### src/counter_array_pkg.sv
package counter_array_pkg;

  // sizes
  localparam int unsigned NUM_MODULES = 6;
  localparam int unsigned CNT_W = 16;
  localparam int unsigned DATA_W = 8;
  localparam int unsigned ADDR_W = 8;

  // special-function addresses
  localparam logic [7:0] ADDR_CONTROL = 8'hd8;
  localparam logic [7:0] ADDR_OVF_ENABLE = 8'hd9;
  localparam logic [7:0] ADDR_MODE_BASE = 8'hda;
  localparam logic [7:0] ADDR_CMP_LOW_BASE = 8'he9;
  localparam logic [7:0] ADDR_CMP_HIGH_BASE = 8'hf9;
  localparam logic [7:0] ADDR_CNT_LOW = 8'hf7;
  localparam logic [7:0] ADDR_CNT_HIGH = 8'hf8;

  // control register fields
  localparam int unsigned CTRL_OVF_BIT = 7;
  localparam int unsigned CTRL_RUN_BIT = 6;
  localparam int unsigned CTRL_FLAG_LSB = 0;

  // module mode register fields
  localparam int unsigned MODE_COMPARATOR_EN = 6;
  localparam int unsigned MODE_MATCH_EN = 3;
  localparam int unsigned MODE_TOGGLE_EN = 2;
  localparam int unsigned MODE_INT_EN = 0;

  // overflow interrupt enable register field
  localparam int unsigned OVF_INT_EN_BIT = 0;

  // reset values and counter limits
  localparam logic [7:0] RESET_BYTE = 8'h00;
  localparam logic [15:0] CNT_MAX = 16'hffff;
  localparam logic [15:0] CNT_ZERO = 16'h0000;
  localparam logic [15:0] CNT_ONE = 16'h0001;

endpackage : counter_array_pkg

### src/compare_module.sv
`timescale 1ns/1ps
module compare_module
(
  input wire logic clk_sys,
  input wire logic srst,
  input wire logic ce,
  input wire logic [counter_array_pkg::CNT_W-1:0] cnt_value,
  input wire logic cnt_step,
  input wire logic wr_mode,
  input wire logic wr_low,
  input wire logic wr_high,
  input wire logic [counter_array_pkg::DATA_W-1:0] wdata,
  output logic [counter_array_pkg::DATA_W-1:0] mode_value,
  output logic [counter_array_pkg::CNT_W-1:0] cmp_value,
  output logic compare_output_pin,
  output logic match_hit,
  output logic toggle_hit
);
  import counter_array_pkg::*;

  logic [DATA_W-1:0] mode_ff;
  logic [DATA_W-1:0] nxt_mode;
  logic [CNT_W-1:0] cmp_ff;
  logic [CNT_W-1:0] nxt_cmp;
  logic pin_ff;
  wire comparator_enable = mode_ff[MODE_COMPARATOR_EN];
  wire match_enable = mode_ff[MODE_MATCH_EN];
  wire toggle_enable = mode_ff[MODE_TOGGLE_EN];

  // match uses the stored value, so a same-cycle write waits a cycle
  // only while counting
  assign match_hit = cnt_step && comparator_enable && match_enable && (cnt_value == cmp_ff);
  // all three enables
  assign toggle_hit = match_hit && toggle_enable;

  // mode byte with compare-write side effects
  always_comb
  begin
    nxt_mode = mode_ff;
    nxt_cmp = cmp_ff;
    if (wr_mode)
    begin
      nxt_mode = wdata;
    end
    // low write disables
    if (wr_low)
    begin
      nxt_cmp[DATA_W-1:0] = wdata;
      nxt_mode[MODE_COMPARATOR_EN] = 1'b0;
    end
    // high write enables
    if (wr_high)
    begin
      nxt_cmp[CNT_W-1:DATA_W] = wdata;
      nxt_mode[MODE_COMPARATOR_EN] = 1'b1;
    end
  end

  // state, pin holds unless toggled
  always_ff @(posedge clk_sys)
  begin
    if (srst)
    begin
      mode_ff <= RESET_BYTE;
      cmp_ff <= {RESET_BYTE, RESET_BYTE};
      pin_ff <= 1'b0;
    end
    else if (ce)
    begin
      mode_ff <= nxt_mode;
      cmp_ff <= nxt_cmp;
      // invert on match, hold otherwise
      pin_ff <= pin_ff ^ toggle_hit;
    end
  end

  assign mode_value = mode_ff;
  assign cmp_value = cmp_ff;
  assign compare_output_pin = pin_ff;

endmodule : compare_module

### src/counter_array_toggle_output.sv
`timescale 1ns/1ps
// What this block does
// In toggle mode, a module's output pin inverts whenever counter equals its compare value.
// A compare match sets that module's flag in the shared control register.
// A set module flag with its interrupt enabled raises the interrupt request.
// Hardware never clears module flags on vectoring; software clears them.
// Toggle mode needs toggle, match and comparator enable bits all set.
// Comparator enable clear holds the pin and skips the next toggle.
// Writing a compare low byte clears that module's comparator enable.
// Writing a compare high byte sets that module's comparator enable.
// Software should write low byte before high byte.
// Counter wrapping from all ones to zero sets the overflow flag.
// Overflow flag with its enable requests interrupt; only software clears it.
// Run control bit 6 stops the counter at 0, runs it at 1.
// Control register is bit-addressable: overflow bit 7, run 6, flags 5..0.
// A module capture also sets that module's flag.
// Matches count only while running; same-cycle compare write uses old value.
module counter_array_toggle_output
(
  input wire logic clk_sys,
  input wire logic srst,
  input wire logic ce,
  input wire logic cnt_tick,
  input wire logic [counter_array_pkg::NUM_MODULES-1:0] capture_event,
  input wire logic [counter_array_pkg::ADDR_W-1:0] sfr_addr,
  input wire logic sfr_wr,
  input wire logic sfr_rd,
  input wire logic [counter_array_pkg::DATA_W-1:0] sfr_wdata,
  input wire logic sfr_bit_wr,
  input wire logic [counter_array_pkg::ADDR_W-1:0] sfr_bit_addr,
  input wire logic sfr_bit_wdata,
  output logic [counter_array_pkg::DATA_W-1:0] sfr_rdata,
  output logic [counter_array_pkg::NUM_MODULES-1:0] compare_output_pin,
  output logic irq_req
);
  import counter_array_pkg::*;

  logic [DATA_W-1:0] ctrl_ff;
  logic [DATA_W-1:0] nxt_ctrl;
  logic ovf_en_ff;
  logic [CNT_W-1:0] cnt_ff;
  logic [DATA_W-1:0] rdata_ff;
  logic [DATA_W-1:0] nxt_rdata;
  logic [NUM_MODULES-1:0] hit;
  logic [NUM_MODULES-1:0] toggle_hit;
  logic [NUM_MODULES-1:0] wr_low_v;
  logic [NUM_MODULES-1:0] wr_high_v;
  logic [NUM_MODULES-1:0] int_en_v;
  logic [NUM_MODULES-1:0] cmp_en_v;
  logic [NUM_MODULES-1:0] mat_en_v;
  logic [NUM_MODULES-1:0] tog_en_v;
  logic [DATA_W-1:0] mode_arr [NUM_MODULES];
  logic [CNT_W-1:0] cmp_arr [NUM_MODULES];
  logic [DATA_W-1:0] module_rd [NUM_MODULES];
  logic [NUM_MODULES-1:0] module_rd_hit;

  // counter step and wrap
  // run bit gates counting
  wire run = ctrl_ff[CTRL_RUN_BIT];
  wire cnt_step = run && cnt_tick;
  wire cnt_wrap = cnt_step && (cnt_ff == CNT_MAX);

  // control and overflow enable register access decode
  wire ctrl_byte_wr = sfr_wr && (sfr_addr == ADDR_CONTROL);
  wire ctrl_bit_wr = sfr_bit_wr && (sfr_bit_addr[ADDR_W-1:3] == ADDR_CONTROL[ADDR_W-1:3]);
  wire [2:0] ctrl_bit_idx = sfr_bit_addr[2:0];
  wire ovf_en_wr = sfr_wr && (sfr_addr == ADDR_OVF_ENABLE);
  wire ctrl_sw_wr = ctrl_byte_wr || ctrl_bit_wr;

  // per-module instances and their decode
  genvar gi;
  generate
    for (gi = 0; gi < NUM_MODULES; gi++)
    begin : g_mod
      wire [ADDR_W-1:0] a_mode = ADDR_MODE_BASE + ADDR_W'(gi);
      wire [ADDR_W-1:0] a_low = ADDR_CMP_LOW_BASE + ADDR_W'(gi);
      wire [ADDR_W-1:0] a_high = ADDR_CMP_HIGH_BASE + ADDR_W'(gi);
      wire wr_mode = sfr_wr && (sfr_addr == a_mode);
      assign wr_low_v[gi] = sfr_wr && (sfr_addr == a_low);
      assign wr_high_v[gi] = sfr_wr && (sfr_addr == a_high);
      compare_module u_cmp
      (
        .clk_sys(clk_sys),
        .srst(srst),
        .ce(ce),
        .cnt_value(cnt_ff),
        .cnt_step(cnt_step),
        .wr_mode(wr_mode),
        .wr_low(wr_low_v[gi]),
        .wr_high(wr_high_v[gi]),
        .wdata(sfr_wdata),
        .mode_value(mode_arr[gi]),
        .cmp_value(cmp_arr[gi]),
        .compare_output_pin(compare_output_pin[gi]),
        .match_hit(hit[gi]),
        .toggle_hit(toggle_hit[gi])
      );
      assign int_en_v[gi] = mode_arr[gi][MODE_INT_EN];
      assign cmp_en_v[gi] = mode_arr[gi][MODE_COMPARATOR_EN];
      assign mat_en_v[gi] = mode_arr[gi][MODE_MATCH_EN];
      assign tog_en_v[gi] = mode_arr[gi][MODE_TOGGLE_EN];
      assign module_rd_hit[gi] = (sfr_addr == a_mode) || (sfr_addr == a_low) || (sfr_addr == a_high);
      assign module_rd[gi] = (sfr_addr == a_mode) ? mode_arr[gi] :
                             (sfr_addr == a_low) ? cmp_arr[gi][DATA_W-1:0] :
                             (sfr_addr == a_high) ? cmp_arr[gi][CNT_W-1:DATA_W] : RESET_BYTE;
    end
  endgenerate

  // hardware sets applied after software writes, so a set always wins
  always_comb
  begin
    nxt_ctrl = ctrl_ff;
    // byte or single-bit write
    if (ctrl_byte_wr)
    begin
      nxt_ctrl = sfr_wdata;
    end
    else if (ctrl_bit_wr)
    begin
      nxt_ctrl[ctrl_bit_idx] = sfr_bit_wdata;
    end
    // match sets flag, capture too
    nxt_ctrl[CTRL_FLAG_LSB +: NUM_MODULES] = nxt_ctrl[CTRL_FLAG_LSB +: NUM_MODULES] | hit | capture_event;
    // wrap sets overflow flag
    if (cnt_wrap)
    begin
      nxt_ctrl[CTRL_OVF_BIT] = 1'b1;
    end
  end

  // read mux, registered data
  always_comb
  begin
    nxt_rdata = RESET_BYTE;
    if (sfr_addr == ADDR_CONTROL)
    begin
      nxt_rdata = ctrl_ff;
    end
    else if (sfr_addr == ADDR_OVF_ENABLE)
    begin
      nxt_rdata[OVF_INT_EN_BIT] = ovf_en_ff;
    end
    else if (sfr_addr == ADDR_CNT_LOW)
    begin
      nxt_rdata = cnt_ff[DATA_W-1:0];
    end
    else if (sfr_addr == ADDR_CNT_HIGH)
    begin
      nxt_rdata = cnt_ff[CNT_W-1:DATA_W];
    end
    for (int k = 0; k < NUM_MODULES; k++)
    begin
      if (module_rd_hit[k])
      begin
        nxt_rdata = module_rd[k];
      end
    end
  end

  // shared state, frozen while ce is low
  always_ff @(posedge clk_sys)
  begin
    if (srst)
    begin
      ctrl_ff <= RESET_BYTE;
      ovf_en_ff <= 1'b0;
      cnt_ff <= CNT_ZERO;
      rdata_ff <= RESET_BYTE;
    end
    else if (ce)
    begin
      // flags only change by software or hardware set
      ctrl_ff <= nxt_ctrl;
      ovf_en_ff <= ovf_en_wr ? sfr_wdata[OVF_INT_EN_BIT] : ovf_en_ff;
      cnt_ff <= cnt_step ? (cnt_ff + CNT_ONE) : cnt_ff;
      rdata_ff <= sfr_rd ? nxt_rdata : rdata_ff;
    end
  end

  // interrupt request level
  // module flags, overflow flag
  assign irq_req = (ctrl_ff[CTRL_OVF_BIT] && ovf_en_ff) ||
                   (|(ctrl_ff[CTRL_FLAG_LSB +: NUM_MODULES] & int_en_v));
  assign sfr_rdata = rdata_ff;

  // flag bits only, run control excluded
  wire [DATA_W-1:0] sticky_mask = ~(DATA_W'(1) << CTRL_RUN_BIT);
endmodule : counter_array_toggle_output

### config.mk
export PLATFORM = sky130hd
export DESIGN_NAME = counter_array_toggle_output
export DESIGN_NICKNAME = d
export VERILOG_FILES = /design/src/counter_array_pkg.sv /design/src/compare_module.sv /design/src/counter_array_toggle_output.sv
export SDC_FILE = /design/constraint.sdc
export NUM_CORES = 1
export LEC_CHECK = 0
export BUFFER_PORTS_ARGS = -buffer_cell sky130_fd_sc_hd__buf_2
export CAP_MARGIN = 5
export CORE_AREA = 2 2 165 167
export DETAILED_ROUTE_END_ITERATION = 8
export DIE_AREA = 0 0 167 169
export HOLD_SLACK_MARGIN = 0.02
export SLEW_MARGIN = 20
export SYNTH_ARGS = -nofsm -noshare
export SYNTH_HDL_FRONTEND = slang
export SYNTH_HIERARCHICAL = 1
export SYNTH_SLANG_ARGS = --single-unit
### constraint.sdc
create_clock -name clk_sys -period 3 [get_ports clk_sys]
set_input_delay 0.6 -clock clk_sys [delete_from_list [all_inputs] [get_ports clk_sys]]
set_output_delay 0.6 -clock clk_sys [all_outputs]
set_load 0.02 [all_outputs]
==> flow_summary.yaml, run 1 <==
outcome:
  status: "completed"
power:
  p_per_area_nw_per_um2: 449.0
  vdd_ir_drop_max_mv: 0.4160
  total_leakage_power_nw: 4.012
  p_sw_share_pct: 27.86
  p_int_mw: 3.720
  p_total_mw: 5.156
  power_switching_mw: 1.436
  pwr-share-seq_pct: 47.7
  pwr-share-comb_pct: 7.1
  power_frac_clock_pct: 45.2
layout:
  final_cell_area_um2: 11480
  final_cell_count_no_fill: 1706
  drive_gt1_share_pct: 12.89
  antenna_cells: 0
  final_util_pct: 43.33
  nets: 1391
  area_growth_pct: 12.71
  nFillCells: 2649
setup_path:
  cp-start-kind: "register"
  r2r_setup_slack_ns: 0.53
  crit_top_cell: "nor2_1"
  critical_path_required_ns: 3.39
  cpMaxStageDelayCell: "dfxtp_1"
  crit_fanout: 16
  path_cells: "o22ai_1 -> or4_4 -> nor2_1 -> a211oi_1 -> o31ai_1 -> a22oi_1 -> nor2_1"
  slowest_delay_ns: 0.94
  crit_family: "simple AND/OR/NAND/NOR gates"
  worstSetupEndpointType: "register"
  critPathKind: "register to register"
  cp-startpoint: "cnt_ff[10]"
  r2r-start: "cnt_ff[10]"
  critPathBufInv: 0
  cp.arrival_ns: 2.86
timing:
  final.setup.tns_ns: 0
  setup_viol: 0
  worstMarginPinSlew_ns: 0.9437
  max_slew_margin_pct: 37.00
  fin_crit_ns: 2.468
  timing.final.ws_setup_ns: 0.5317
  hold_viol: 0
  fmax_ghz: 0.4051
  rsz0062_at_grt: "no"
  slew_violations: 0
  final.period_utilization_pct: 82.28
  fin_skew_ns: 0.01461
  hold_slack_ns: 0.4626
clock_network:
  ctsResizeCount: 0
  htree_levels: 4
  cts_root_buf: "clkbuf_16"
  insertion_delay_ns: 0.46
  clk_path_buf_depth: 2
  clk_pin_slew_ns: 0.08
  cts_made_buffers: 17
  hold_buffers: 0
  cts_setup_buffers: 0
  cts_tree: "built"
  clock_sinks: 183
global_route:
  grt_usage_pct: 27.54
  grt_max_degree: 94
  grt_pass1_wl_um: 59130
  grt_overflow_total: 0
  antenna_found_initial: 0
  grt_pass1_vias: 9608
drt:
  avgViaCountPerCell: 6.107
  vias: 10420
  drt_first_iter_violations: 1465
  routed_wl_um: 39340
  ant_nets: 0
  wire_per_inst_um: 23.06
  drc_errors: 0
  firstDrtPassIters: 8
synthesis:
  syn_inst: 1319
  yosys_warnings: 6
  avgSynthCellArea_um2: 7.724
  synth_nets: 1358
  netlist_area_um2: 10190
floorplanning:
  coreArea_um2: 26500
  dieArea_um2: 28220
  io_pins: 53
  die_w_um: 167
  die_height_um: 169
  rows: 60
  start_util_pct: 38.45
place:
  dp.cells: 1674
  routabilityCongestion: 0.9560
  placed_area_um2: 10890
  place.port_buffers: 52
  dp_hpwl_um: 26340
  dpl_worst_slack_ns: 0.4256
worst_hold_path:
  hold_path.class: "register to register"
  hp-start: "g_mod[4].u_cmp/mode_value[7]"
flow_run:
  cap_viol_max_count: 0
worst paths after layout:
path,end,cells after the start
setup reg to reg,ctrl_ff[2],7
hold / removal,g_mod[4].u_cmp/mode_value[7],2
setup / recovery,ctrl_ff[2],7
hold reg to reg,g_mod[4].u_cmp/mode_value[7],2
tightest hold or removal path: stages (launching register included):
cell and delay [ns]:
dfxtp_1 0.32, nand2_1 0.05, a21oi_1 0.05
layer usage:
| layer | wire length (µm) | global-route usage [%] |
|---|---|---|
| met5 | 0 | 0 |
| met4 | 1908 | 13.12 |
| met3 | 4003 | 6.851 |
| met2 | 17000 | 42.24 |
| met1 | 16430 | 36.33 |
cells in the final DEF (no fill, tap or decap), drive strengths merged, types with 5 or more instances in the layout:
cell type,instances
dfxtp,183
and3,15
inv,35
o31ai,10
xor2,39
a21oi,176
buf,99
a221oi,17
nor2,103
or4,12
clkbuf,18
nand3,168
nor4,8
a211oi,9
nand4,19
and2,6
o32ai,6
mux2,13
nand2,210
a22oi,25
mux2i,11
clkinv,5
o22ai,20
a22o,8
and4b,5
o21ai,24
o221ai,5
nand4b,6
and4,5
a222oi,8
xnor2,59
cell type report:
class	count	area, µm²	share of cell area, %
Multi-Input combinational cell	1023	6035	52.55
Sequential cell	183	3664	31.90
Timing Repair Buffer	99	663.1	5.775
Clock buffer	18	429.2	3.737
Tap cell	341	426.7	3.715
Clock inverter	14	161.4	1.406
Inverter	28	105.1	0.9152
power by group through the flow:
stage	combinational (mW)	sequential, mW	clock, mW
after floorplan	0.193	2.51	0
after global placement	0.350	2.52	0
after detailed placement	0.352	2.52	0
after CTS	0.353	2.46	2.36
after global routing	0.384	2.46	2.43
final	0.364	2.46	2.33
sequential cells by signal (all words and copies together) (netlist names):
name                            cells
g_mod.u_cmp/mode_value             48
sfr_rdata                           8
ovf_en_ff                           1
g_mod.u_cmp/compare_output_pin      6
g_mod.u_cmp/cmp_value              96
ctrl_ff                             8
cnt_ff                             16
Power figures use the tool's default switching activity.
==> run 2: changes to the inputs <==
Settings changed: ABC_AREA from default to 1, CORE_AREA 2 2 165 167 to 2 2 175 177, DIE_AREA 0 0 167 169 to 0 0 177 179.
Clock period 3 ns to 2 ns, I/O delays scaled along.
==> run 2 against run 1 <==
Against the previous run:
- the flow now finishes with violations (setup timing)
- flip-flop and latch count unchanged
- setup slack worse by 0.54 ns
- clock power up 64%
- non-clock buffer count up 78
- sequential power up 50%
- final cell count up 47%
- combinational power up 55%
- synthesized area up 12%
- register-to-register slack worse by 0.42 ns
- die area up 12%
- total power up 56%
- highest routed layer unchanged
==> flow_summary.yaml, run 2 <==
timing:
  timing.final.ws_setup_ns: -0.004407
  fmax_ghz: 0.4989
  max_slew_margin_pct: 54.36
  worstMarginPinSlew_ns: 0.6846
  rsz0062_at_grt: "yes"
  fin_skew_ns: 0.01089
  hold_slack_ns: 0.2211
  hold_viol: 0
  final.period_utilization_pct: 100.2
  fin_crit_ns: 2.004
  setup_viol: 1
  slew_violations: 0
layout:
  drive_gt1_share_pct: 11.61
  largest_reg_flops: 96
  layout_common_cells: "502 x nand2_1, 310 x inv_1, 302 x nor2_1"
  nets: 2147
  final_common_cell: "nand2_1"
  final_util_pct: 45.65
  antenna_cells: 0
  area_growth_pct: 20.38
  nFillCells: 3239
place:
  place.port_buffers: 52
  routabilityCongestion: 0.9763
  dp_hpwl_um: 34610
setup_path:
  r2r_cells: 14
  critPathKind: "register to output port"
  rr_endpoint: "ctrl_ff[5]"
  crit_fanout: 2
  r2r_setup_slack_ns: 0.11
  r2r-start: "ctrl_ff[6]"
  cp.arrival_ns: 1.60
  cp-start-kind: "register"
  worstSetupEndpointType: "output port"
  critical_path_required_ns: 1.60
floorplanning:
  die_w_um: 177
  rows: 64
  start_util_pct: 37.92
  coreArea_um2: 30030
  io_pins: 53
  dieArea_um2: 31680
  die_height_um: 179
power:
  pwr-share-seq_pct: 45.7
  p_sw_share_pct: 25.09
  vdd_ir_drop_max_mv: 0.6221
  p_per_area_nw_per_um2: 588.0
  total_leakage_power_nw: 6.188
  power_switching_mw: 2.022
  p_int_mw: 6.039
  p_total_mw: 8.061
  pwr-share-comb_pct: 7.0
  power_frac_clock_pct: 47.3
drt:
  wire_per_inst_um: 18.62
  routed_wl_um: 46830
  vias: 13130
  drc_errors: 0
  drt_first_iter_violations: 1383
  firstDrtPassIters: 6
  avgViaCountPerCell: 5.219
  ant_nets: 0
outcome:
  violations: "setup timing"
  status: "finished with violations"
global_route:
  grt_overflow_total: 0
  grt_pass1_vias: 11950
  grt_usage_pct: 29.95
  grt_pass1_wl_um: 70520
  antenna_found_initial: 1
  grt_max_degree: 40
clock_network:
  cts_root_buf: "clkbuf_16"
  clk_path_buf_depth: 2
  insertion_delay_ns: 0.45
  cts_tree: "built"
  clk_pin_slew_ns: 0.08
  clock_sinks: 183
  htree_levels: 4
  cts_made_buffers: 17
worst_hold_path:
  min_to: "ctrl_ff[0]"
  hp-start: "capture_event[0]"
  hold_depth: 3
  hold_path.class: "primary input to register"
flow_run:
  cap_viol_max_count: 0
synthesis:
  yosys_warnings: 6
  netlist_area_um2: 11390
  synth_nets: 1993
  syn_inst: 1954
  avgSynthCellArea_um2: 5.828
==> run 2: power by group through the flow <==
stage                     combinational [mW]  sequential (mW)  clock, mW
final                                  0.566             3.69       3.81
after floorplan                        0.247             3.77          0
after global placement                 0.546             3.77          0
after detailed placement               0.550             3.77          0
after global routing                   0.612             3.69       4.00
after CTS                              0.556             3.68       3.86
==> run 2: area by class of cell <==
cell class | instances | area, µm² | area share (%)
multi-input cells | 1407 | 6337 | 46.23
clock inverters | 12 | 198.9 | 1.451
inverters | 322 | 1212 | 8.844
clock buffers | 18 | 429.2 | 3.131
flip-flops and latches | 183 | 3667 | 26.75
well taps | 396 | 495.5 | 3.614
repair buffers | 177 | 1368 | 9.976
==> run 2: worst max-delay path: stages, from the launching register on <==
cell and delay [ns]:
dfxtp_2 0.34, inv_4 0.09, o22ai_2 0.08, a221oi_2 0.24
o2111ai_2 0.22, buf_6 0.19
==> run 2: worst max-delay path by stage <==
| stage | from | end | depth (start not counted) |
|---|---|---|---|
| floorplan | cnt_ff[1] | cnt_ff[12] | 10 |
| finish | g_mod[1].u_cmp/mode_value[0] | irq_req | 5 |
| global placement | sfr_addr[6] | g_mod[2].u_cmp/mode_value[6] | 10 |
| detailed placement | sfr_addr[0] | g_mod[4].u_cmp/mode_value[1] | 12 |
| CTS | g_mod[1].u_cmp/mode_value[0] | irq_req | 5 |
| global route | g_mod[1].u_cmp/mode_value[0] | irq_req | 5 |
==> run 2: what timing repair did <==
action / CTS / global route
pin swaps: 1 / 1
setup buffers: 1 / 0
resized for setup: 10 / 4
endpoints found under the setup margin: 1 / 7
hold buffers: 0 / 0
==> run 2: metrics by stage <==
step           cells  setup TNS, ns  area, µm²  setup slack, ns
3_5_place_dp    2484         -3.284      13030          -0.1615
6_report        2515      -0.004407      13710        -0.004407
4_1_cts         2515       -0.05900      13700         -0.05900
3_3_place_gp    2484         -3.181      13030          -0.1456
5_1_grt         2515       -0.06719      13710         -0.06719
2_1_floorplan   1954              0      11390           0.2009
==> run 2: metal layers <==
| metal | routed length, µm | GRT usage [%] | vias to the layer above |
|---|---|---|---|
| met5 | 0 | 0 | - |
| met4 | 2196 | 14.94 | 0 |
| met3 | 3819 | 6.255 | 113 |
| met2 | 20320 | 45.98 | 559 |
| met1 | 20490 | 39.76 | 5940 |
| li1 | - | - | 6515 |
==> run 3: changes to the inputs <==
Settings changed: CAP_MARGIN 5 to 15, CORE_AREA 2 2 175 177 to 2 2 164 166, DIE_AREA 0 0 177 179 to 0 0 166 168, SYNTH_HIERARCHICAL 1 to default.
==> run 3 against run 2 <==
Against the previous run:
- the run now ends clean
- count of clock-buffer cells in the layout is 2 higher
- global-route usage hardly changed
- highest routed layer unchanged
- final cell count is 22% lower
- design area is 12% lower
- utilization hardly changed
- total power is 3.0% lower
- critical path depth stayed put
==> flow_summary.yaml, run 3 <==
setup_path:
  worstSetupEndpointType: "output port"
  crit_fanout: 3
  cp-startpoint: "ctrl_ff[5]"
  r2r-start: "cnt_ff[2]"
  rr_endpoint: "cnt_ff[8]"
  cp.arrival_ns: 1.53
  crit_family: "compound AO/OA/AOI/OAI gates"
  critPathKind: "register to output port"
  path_cells: "inv_1 -> o21ai_0 -> a221oi_1 -> nand2_1 -> buf_2"
  cp.depth: 5
  critPathBufInv: 2
  critical_path_required_ns: 1.60
  r2r_setup_slack_ns: 0.17
  crit_end: "irq_req"
  r2r_cells: 7
  slowest_delay_ns: 0.34
  cp-start-kind: "register"
  cpMaxStageDelayCell: "dfxtp_1"
drt:
  routed_wl_um: 42160
  drt_first_iter_violations: 1101
  vias: 10850
  drc_errors: 0
  ant_nets: 0
  firstDrtPassIters: 6
  avgViaCountPerCell: 5.501
  wire_per_inst_um: 21.38
timing:
  worstMarginPinSlew_ns: 0.6669
  setup_viol: 0
  timing.final.ws_setup_ns: 0.06986
  fin_crit_ns: 1.930
  rsz0062_at_grt: "no"
  hold_viol: 0
  fmax_ghz: 0.5181
  fin_skew_ns: 0.009417
  max_slew_margin_pct: 55.54
  slew_violations: 0
  final.period_utilization_pct: 96.51
power:
  p_total_mw: 7.821
  p_per_area_nw_per_um2: 650.2
  total_leakage_power_nw: 4.795
  vdd_ir_drop_max_mv: 0.4474
layout:
  area_growth_pct: 19.00
  nFillCells: 2737
  antenna_cells: 0
  final_common_cell: "nand2_1"
  layout_common_cells: "214 x nand2_1, 203 x inv_1, 186 x a21oi_1"
  nets: 1659
  final_util_pct: 45.65
  drive_gt1_share_pct: 15.57
  largest_reg_flops: 96
clock_network:
  clock_sinks: 183
  cts_tree: "built"
  insertion_delay_ns: 0.44
  cts_made_buffers: 17
  htree_levels: 4
  clk_path_buf_depth: 2
  hold_buffers: 0
  cts_setup_buffers: 0
  clk_pin_slew_ns: 0.07
  cts_root_buf: "clkbuf_16"
  ctsResizeCount: 0
floorplanning:
  die_height_um: 168
  die_w_um: 166
  io_pins: 53
  rows: 60
  start_util_pct: 38.36
  dieArea_um2: 27890
  coreArea_um2: 26350
global_route:
  grt_pass1_wl_um: 63200
  antenna_found_initial: 2
  grt_usage_pct: 29.96
  grt_max_degree: 68
  grt_pass1_vias: 10270
  grt_overflow_total: 0
outcome:
  status: "completed"
place:
  dp_hpwl_um: 30990
  place.port_buffers: 52
  routabilityCongestion: 0.9780
  dpl_worst_slack_ns: -0.4215
synthesis:
  netlist_area_um2: 10110
  synth.largest_area_cell: "dfxtp_1"
  ys_seq_elements: 183
  synth_nets: 1553
  synthFlopType: "dfxtp_1"
  ys_types: 41
  synth_edf_count: 0
  synth_common_cells: "215 x nand2_1, 204 x inv_1, 186 x a21oi_1"
  yosysSeqAreaShare_pct: 36.25
  synth-async-reset-ratio_pct: 0
  synth_most_common_cell: "nand2_1"
  synth_top_area_share_pct: 36.25
  syn_inst: 1514
  avgSynthCellArea_um2: 6.676
  yosys_warnings: 0
  synth.top_cells.by_area: "dfxtp_1 36%, a21oi_1 9.2%, o21ai_0 8.9%, nand2_1 8.0%, inv_1 7.6%"
flow_run:
  cap_viol_max_count: 0
worst_hold_path:
  hold_path.class: "primary input to register"
run 3: area by class of cell:
cell class                 count  area [µm²]  area share, %
multi-input combinational   1031        5207          43.30
inverter                     213       800.8          6.658
clock inverter                10       143.9          1.196
timing repair buffer         174        1326          11.03
clock buffer                  20       456.7          3.797
sequential                   183        3666          30.48
tap                          341       426.7          3.547
run 3: layer usage:
layer / share of wire, % / global-route usage [%]
met5: 0 / 0
met4: 5.2 / 14.93
met1: 43 / 40.44
met2: 43 / 47.07
met3: 8.7 / 4.184
run 3: per-stage QoR:
stage / instances / hold WS, ns / TNS [ns] / cell area (µm²)
floorplan: 1514 / 0.4205 / 0 / 10110
global placement: 1942 / 0.4315 / -2.045 / 11410
detailed placement: 1942 / 0.4424 / -2.151 / 11410
CTS: 1972 / 0.2422 / 0 / 12010
global route: 1972 / 0.2734 / 0 / 12030
finish: 1972 / 0.2496 / 0 / 12030
run 3: how the worst min path moves through the flow:
stage / startpoint / to / slack, ns / depth (start not counted)
3_5_place_dp: g_mod[0].u_cmp.mode_value[7] / g_mod[0].u_cmp.mode_value[7] / 0.44 / 2
3_3_place_gp: g_mod[0].u_cmp.mode_value[1] / g_mod[0].u_cmp.mode_value[1] / 0.43 / 2
2_1_floorplan: g_mod[4].u_cmp.mode_value[4] / g_mod[4].u_cmp.mode_value[4] / 0.42 / 2
4_1_cts: capture_event[5] / ctrl_ff[5] / 0.24 / 5
6_report: capture_event[5] / ctrl_ff[5] / 0.25 / 5
5_1_grt: capture_event[0] / ctrl_ff[0] / 0.27 / 5
run 3: report_power, final:
group | internal (mW) | total [mW] | leakage, nW | switching (mW)
clock | 2.04 | 3.60 | 0.297 | 1.57
sequential | 3.66 | 3.68 | 1.48 | 0.0151
combinational | 0.156 | 0.540 | 3.02 | 0.384
total | 5.85 | 7.82 | 4.79 | 1.97
run 3: cell families (layout without fill, tap and decap cells):
family,count (synthesis),count (layout),share of synthesized area (%)
fa+ha+maj,1,1,0.1238
flops,183,183,36.25
simple gates,567,567,25.79
buf+inv,300,417,12.35
xor+xnor,37,37,3.206
compound gates,426,426,22.28
run 3: worst reg2reg max path, stage by stage, from the launching register on:
cell and delay (ns):
dfxtp_1 0.54, inv_2 0.13, nor3_1 0.28, nand3_1 0.15, nor2_2 0.18, inv_1 0.07, o21ai_0 0.24, a22oi_1 0.12
